[src/core/trc_pkg.sv]
// Purpose: Shared constants for the table and range compare unit.
// Assumes: Function codes are carried as three BCD digits in 12 bits.
// Notes: Register offsets are byte addresses on a 32-bit Wishbone bus.
package trc_pkg;

	// Function codes of the four compare operations.
	localparam logic [11:0] OP_TABLE_CMP = 12'h085;
	localparam logic [11:0] OP_BLOCK_CMP = 12'h068;
	localparam logic [11:0] OP_RANGE_CMP = 12'h088;
	localparam logic [11:0] OP_DRANGE_CMP = 12'h116;

	// Geometry of the operand block.
	localparam int WORD_W = 16;
	localparam int N_RANGES = 16;

	// Register byte offsets.
	localparam logic [3:0] OFS_CTRL = 4'h0;
	localparam logic [3:0] OFS_FLAGS = 4'h4;
	localparam logic [3:0] OFS_RESULT = 4'h8;

	// Bit positions in the flag register.
	localparam int FL_ER = 0;
	localparam int FL_EQ = 1;
	localparam int FL_GT = 2;
	localparam int FL_LT = 3;
	localparam int FL_GE = 4;
	localparam int FL_LE = 5;
	localparam int FL_NE = 6;
	localparam int FL_N = 7;

	// Reset values.
	localparam logic CTRL_RST = 1'h1;
	localparam logic [7:0] FLAGS_RST = 8'h00;
	localparam logic [15:0] RESULT_RST = 16'h0000;

	// Cycles from issue to completion.
	localparam int DONE_LAT = 1;

endpackage

[src/core/trc_unit.sv]
// Purpose: Table, block and range compare datapath for the CPU sequencer.
// Assumes: Operands are held stable by the sequencer until done_o.
// Notes: Comparisons are unsigned; flags are also reachable over Wishbone.
// Operation
// RULE_01 - Table compare: bit n set when table word n equals source.
// RULE_02 - Table compare: equal flag set only for zero result; error flag cleared.
// RULE_03 - Block of 32 words: even word is lower bound, odd word upper bound.
// RULE_04 - Block compare bit n set when source inside range n, bounds included.
// RULE_05 - Inverted block range gives no error and a zero result bit.
// RULE_06 - Block compare: equal flag set only for zero result; error flag cleared.
// RULE_07 - Block compare has its own code and evaluates all sixteen ranges at once.
// RULE_08 - Single range compare uses 16-bit value and limits, flags only.
// RULE_09 - Double range compare uses 32-bit value and limits, flags only.
// RULE_10 - Range compare: greater above high, equal inside, less below low.
// RULE_11 - Range compare keeps ge, le, ne and negative flags unchanged.
// RULE_12 - Range compare sets error flag when low limit exceeds high limit.
// RULE_13 - Result and flags update together one cycle after issue, else hold; a Wishbone write to OFS_FLAGS also loads the flags.
// RULE_14 - Sequencer holds operands stable and waits for completion.
module trc_unit (
	input wire logic clk_i,
	input wire logic rst_i,
	input wire logic start_i,
	input wire logic [11:0] op_i,
	input wire logic [15:0] src_i,
	input wire logic [511:0] block_i,
	input wire logic [31:0] compare_value_i,
	input wire logic [31:0] low_limit_i,
	input wire logic [31:0] high_limit_i,
	output logic done_o,
	output logic [15:0] result_o,
	output logic error_flag_out_o,
	output logic equal_flag_out_o,
	output logic greater_flag_out_o,
	output logic less_flag_out_o,
	output logic ge_flag_out_o,
	output logic le_flag_out_o,
	output logic ne_flag_out_o,
	output logic neg_flag_out_o,
	input wire logic wb_cyc_i,
	input wire logic wb_stb_i,
	input wire logic wb_we_i,
	input wire logic [3:0] wb_adr_i,
	input wire logic [3:0] wb_sel_i,
	input wire logic [31:0] wb_dat_i,
	output logic [31:0] wb_dat_o,
	output logic wb_ack_o
);

	logic enable;
	logic [7:0] flags;
	logic [7:0] next_flags;
	logic [15:0] next_result;
	logic [15:0] tbl_hit;
	logic [15:0] blk_hit;

	////////////////////////////////////////////////////////////////////////////
	// Sixteen table matches and sixteen block ranges, evaluated in parallel.
	for (genvar i = 0; i < trc_pkg::N_RANGES; i++)
	begin : g_cmp
		wire [15:0] tbl_word = block_i[trc_pkg::WORD_W*i +: trc_pkg::WORD_W];
		wire [15:0] lo_word = block_i[trc_pkg::WORD_W*(2*i) +: trc_pkg::WORD_W]; // see RULE_03
		wire [15:0] hi_word = block_i[trc_pkg::WORD_W*(2*i+1) +: trc_pkg::WORD_W]; // see RULE_03
		assign tbl_hit[i] = (tbl_word == src_i); // see RULE_01
		// An inverted pair can never hold the source, so the bit is zero.
		assign blk_hit[i] = (lo_word <= src_i) && (src_i <= hi_word); // see RULE_04, RULE_05
	end

	////////////////////////////////////////////////////////////////////////////
	// Operation decode and range comparison in 16-bit or 32-bit width.
	wire is_tbl = (op_i == trc_pkg::OP_TABLE_CMP);
	wire is_blk = (op_i == trc_pkg::OP_BLOCK_CMP); // see RULE_07
	wire is_rng = (op_i == trc_pkg::OP_RANGE_CMP); // see RULE_08
	wire is_drng = (op_i == trc_pkg::OP_DRANGE_CMP); // see RULE_09
	wire issue = start_i && enable;
	wire [31:0] cv = is_drng ? compare_value_i : {16'h0000, compare_value_i[15:0]}; // see RULE_08, RULE_09
	wire [31:0] ll = is_drng ? low_limit_i : {16'h0000, low_limit_i[15:0]};
	wire [31:0] hl = is_drng ? high_limit_i : {16'h0000, high_limit_i[15:0]};
	wire rng_gt = cv > hl;
	wire rng_lt = cv < ll;
	wire rng_eq = (ll <= cv) && (cv <= hl);
	wire rng_err = ll > hl;

	////////////////////////////////////////////////////////////////////////////
	// Wishbone decode; the flag write lands on the edge that sees ack high.
	wire wb_req = wb_cyc_i && wb_stb_i;
	wire wb_wr = wb_req && wb_we_i && wb_ack_o && wb_sel_i[0];
	wire sel_ctrl = (wb_adr_i == trc_pkg::OFS_CTRL);
	wire sel_flags = (wb_adr_i == trc_pkg::OFS_FLAGS);
	wire sel_result = (wb_adr_i == trc_pkg::OFS_RESULT);
	wire [31:0] rd_mux = sel_ctrl ? {31'h00000000, enable} :
		sel_flags ? {24'h000000, flags} :
		sel_result ? {16'h0000, result_o} : 32'h00000000;

	////////////////////////////////////////////////////////////////////////////
	// Next result and flags; ops that are not issued leave everything alone.
	always_comb
	begin
		next_result = result_o;
		next_flags = flags;
		if (wb_wr && sel_flags)
		begin
			next_flags = wb_dat_i[7:0];
		end
		if (issue && is_tbl)
		begin
			next_result = tbl_hit;
			next_flags[trc_pkg::FL_EQ] = (tbl_hit == 16'h0000); // see RULE_02
			next_flags[trc_pkg::FL_ER] = 1'b0; // see RULE_02
		end
		else if (issue && is_blk)
		begin
			next_result = blk_hit; // see RULE_07
			next_flags[trc_pkg::FL_EQ] = (blk_hit == 16'h0000); // see RULE_06
			next_flags[trc_pkg::FL_ER] = 1'b0; // see RULE_05, RULE_06
		end
		else if (issue && (is_rng || is_drng))
		begin
			// Only four flags move; ge, le, ne and negative keep their value.
			next_flags[trc_pkg::FL_GT] = rng_gt; // see RULE_10, RULE_11
			next_flags[trc_pkg::FL_EQ] = rng_eq; // see RULE_10
			next_flags[trc_pkg::FL_LT] = rng_lt; // see RULE_10
			next_flags[trc_pkg::FL_ER] = rng_err; // see RULE_12
		end
	end

	////////////////////////////////////////////////////////////////////////////
	// State registers: result, flags and a completion pulse in one edge.
	always_ff @(posedge clk_i)
	begin
		if (rst_i)
		begin
			result_o <= trc_pkg::RESULT_RST;
			flags <= trc_pkg::FLAGS_RST;
			done_o <= 1'b0;
		end
		else
		begin
			result_o <= next_result; // see RULE_13
			flags <= next_flags; // see RULE_13
			done_o <= issue; // see RULE_13
		end
	end

	// Bus registers: control bit, acknowledge and read data.
	always_ff @(posedge clk_i)
	begin
		if (rst_i)
		begin
			enable <= trc_pkg::CTRL_RST;
			wb_ack_o <= 1'b0;
			wb_dat_o <= 32'h00000000;
		end
		else
		begin
			if (wb_wr && sel_ctrl)
			begin
				enable <= wb_dat_i[0];
			end
			wb_ack_o <= wb_req && !wb_ack_o;
			wb_dat_o <= rd_mux;
		end
	end

	// Flag outputs.
	assign error_flag_out_o = flags[trc_pkg::FL_ER];
	assign equal_flag_out_o = flags[trc_pkg::FL_EQ];
	assign greater_flag_out_o = flags[trc_pkg::FL_GT];
	assign less_flag_out_o = flags[trc_pkg::FL_LT];
	assign ge_flag_out_o = flags[trc_pkg::FL_GE];
	assign le_flag_out_o = flags[trc_pkg::FL_LE];
	assign ne_flag_out_o = flags[trc_pkg::FL_NE];
	assign neg_flag_out_o = flags[trc_pkg::FL_N];
endmodule // trc_unit

[config.mk]
export PLATFORM = sky130hd
export DESIGN_NAME = trc_unit
export DESIGN_NICKNAME = d
export VERILOG_FILES = /design/src/core/trc_pkg.sv /design/src/core/trc_unit.sv
export SDC_FILE = /design/constraint.sdc
export NUM_CORES = 1
export LEC_CHECK = 0
export BUFFER_PORTS_ARGS = -buffer_cell sky130_fd_sc_hd__buf_2
export CORE_AREA = 2 2 285 287
export CTS_CLUSTER_SIZE = 16
export DETAILED_ROUTE_END_ITERATION = 7
export DIE_AREA = 0 0 287 289
export SETUP_SLACK_MARGIN = 0.15
export SLEW_MARGIN = 5
export SYNTH_ARGS = -nofsm -noshare
export SYNTH_HDL_FRONTEND = slang
export SYNTH_SLANG_ARGS = --single-unit
export TNS_END_PERCENT = 20
[constraint.sdc]
create_clock -name clk_i -period 5.31 [get_ports clk_i]
set_input_delay 1.062 -clock clk_i [delete_from_list [all_inputs] [get_ports clk_i]]
set_output_delay 1.062 -clock clk_i [all_outputs]
set_load 0.01 [all_outputs]
==> flow_metrics.env <==
export IMPL_synth_area_per_cell_um2=7.63
export IMPL_tns_ns=0
export IMPL_grt_pass1_vias=18300
export IMPL_crit_buf_inv=2
export IMPL_dp_cells=3930
export IMPL_yosysMostFrequentCell="ha_1"
export IMPL_ys_ff_latch=43
export IMPL_critPathTopFamily="compound AO/OA/AOI/OAI gates"
export IMPL_grt_max_degree=30
export IMPL_cts_hold_buf=0
export IMPL_multi_input_area_um2=14100
export IMPL_endpoint_kind="flip-flop"
export IMPL_ys_seq_area_share_pct=5.28
export IMPL_slowest_stage="and4_1"
export IMPL_path_cells="buf_2, nor3b_1, and4_1, buf_4, and2_1, ha_1, and4_1, a221o_1, a2111oi_2, o21ai_1, o21a_1, a221oi_2, o21bai_1, o31ai_2"
export IMPL_slew_violations=0
export IMPL_start_util_pct=20.4
export IMPL_rows=104
export IMPL_dieArea_um2=82900
export IMPL_clock_tree_root_cell="clkbuf_16"
export IMPL_critical_path_arrival_ns=4.51
export IMPL_grt_usage_pct=20.4
export IMPL_place_gp_congestion=0.941
export IMPL_yosys_warnings=0
export IMPL_worst_path_most_repeated_cell="and4_1"
export IMPL_wl_per_cell_um=22.4
export IMPL_die_y_um=289
export IMPL_synth_top_area_share_pct=46.5
export IMPL_antenna_found_initial=55
export IMPL_num_vias=18700
export IMPL_pin_count=740
export IMPL_coreArea_um2=79900
export IMPL_viasPerCell=4.73
export IMPL_syn_area_um2=16300
export IMPL_cellPowerDensity_nw_per_um2=101
export IMPL_synth_async_reset_ratio_pct=0
export IMPL_place_hpwl_um=77600
export IMPL_first_pass_iters=5
export IMPL_slew_headroom_pct=27.9
export IMPL_total_power_w=0.00220
export IMPL_numCtsBuffers=5
export IMPL_htreeDepth=2
export IMPL_synth_edf_count=0
export IMPL_syn_to_final_growth_pct=33.0
export IMPL_postPlaceCellArea_um2=21500
export IMPL_drt_iter0_markers=877
export IMPL_irDropWorstVdd_mv=0.108
export IMPL_cap_violations=0
export IMPL_finalSetupViolCount=0
export IMPL_skew_ns=0.0111
export IMPL_postCtsSetupBuffers=0
export IMPL_final_area_um2=21700
export IMPL_nFillCells=8836
export IMPL_drc=0
export IMPL_cts_resized=0
export IMPL_critPathKind="input pin to flip-flop"
export IMPL_register_area_um2=861
export IMPL_drive_gt1_share_pct=27.0
export IMPL_numPortBuffers=696
export IMPL_grt_pass1_wl_um=121000
export IMPL_synth_area_leaders="ha_1, inv_1, a21oi_1"
export IMPL_final_cells=3956
export IMPL_critPathMaxStageDelay_ns=0.46
export IMPL_required_ns=5.53
export IMPL_clock_latency_ns=0.30
export IMPL_finalCriticalPeriod_ns=4.28
export IMPL_ys_types=68
export IMPL_setup_ws_ns=1.03
export IMPL_synth_top_area_cell="ha_1"
export IMPL_worstSetupStartpointType="input pin"
export IMPL_clkTransAtPathRegs_ns=0.08
export IMPL_rsz0062_at_grt="false"
export IMPL_die_w_um=287
export IMPL_synthFlopType="dfxtp_1"
export IMPL_outcome="complete, no violations"
export IMPL_pre_cts_slack_ns=0.638
export IMPL_cts_tree="done"
export IMPL_clock_sinks=43
export IMPL_clockBufferDepth=2
export IMPL_ant_nets=0
export IMPL_hold_class="flip-flop to flip-flop"
export IMPL_finalCritPeriodShare_pct=80.7
export IMPL_worstMarginPinSlew_ns=1.07
export IMPL_synthCells=2137
export IMPL_crit_fanout=25
export IMPL_grt_overflow=0
export IMPL_leakage_nw=12.3
export IMPL_synth_common_cells="ha_1, inv_1, a21oi_1, nand2_1, nand4_1"
export IMPL_hold_viol=0
export IMPL_fmax_mhz=233
export IMPL_drt_wl_total_um=88500
export IMPL_fin_nets=4165
## cells in the final DEF (no fill, tap or decap), types with 18 or more instances in the layout
cell / Yosys / routed
o21ai_0: 60 / 60
o211ai_1: 32 / 32
nor3_1: 22 / 22
dfxtp_1: 43 / 43
and2_1: 27 / 27
a211oi_1: 30 / 30
inv_1: 330 / 330
diode_2: 0 / 18
nor2b_1: 45 / 45
a21oi_1: 229 / 229
buf_2: 1 / 696
buf_4: 17 / 49
a21o_1: 60 / 60
nor2_1: 78 / 78
ha_1: 606 / 606
nand4_1: 114 / 114
a22oi_1: 20 / 20
nand3_1: 90 / 90
nand2_1: 151 / 151
## power breakdown
group          internal (W)  switching (W)
combinational      0.000623       0.000817
clock              0.000274       0.000161
sequential         0.000323    0.000000439
## stage by stage
step | util [%] | hold WS (ns)
floorplan | - | 0.465
global placement | 26.9 | 0.435
detailed placement | 26.9 | 0.442
CTS | 27.1 | 0.453
global route | 27.1 | 0.485
finish | 27.2 | 0.454
## registers in the layout (all words and copies together) (netlist names)
name	cells
done_o	1
enable	1
wb_dat_o	16
result_o	16
wb_ack_o	1
flags	8
## path summary, 6_finish.rpt
| path | startpoint | endpoint | slack [ns] | depth (start not counted) |
|---|---|---|---|---|
| setup reg to reg | enable | flags[1] | 2.97 | 9 |
| hold reg to reg | wb_ack_o | wb_ack_o | 0.45 | 1 |
| hold / removal | wb_ack_o | wb_ack_o | 0.45 | 1 |
| setup / recovery | op_i[0] | flags[1] | 1.03 | 14 |
## cell families after synthesis
group | Yosys count | synth area share (%)
AND/OR/NAND/NOR | 606 | 19.4
multiplexers | 3 | 0.184
flip-flops | 43 | 5.28
XOR/XNOR | 2 | 0.107
other | 1 | 0.0230
buffers and inverters | 362 | 8.82
AO/OA/AOI/OAI | 514 | 19.7
adder cells (fa/ha/maj) | 606 | 46.5
## cell type report
| cell class | count | area share (%) |
|---|---|---|
| diodes | 18 | 0.208 |
| clock buffers | 5 | 0.577 |
| clock inverters | 3 | 0.329 |
| inverters | 330 | 5.71 |
| multi-input cells | 1747 | 64.9 |
| flip-flops and latches | 43 | 3.97 |
| well taps | 1060 | 6.11 |
| repair buffers | 750 | 18.2 |
## layer usage
layer  vias to the layer above  track usage [%]  share of wire (%)
met5                         -                0               0.35
met4                        48             5.96                2.9
met3                       177             5.01                7.7
met2                       720             34.7                 46
met1                      8442             25.3                 43
li1                       9331                -                  -
Power figures use the tool's default switching activity.
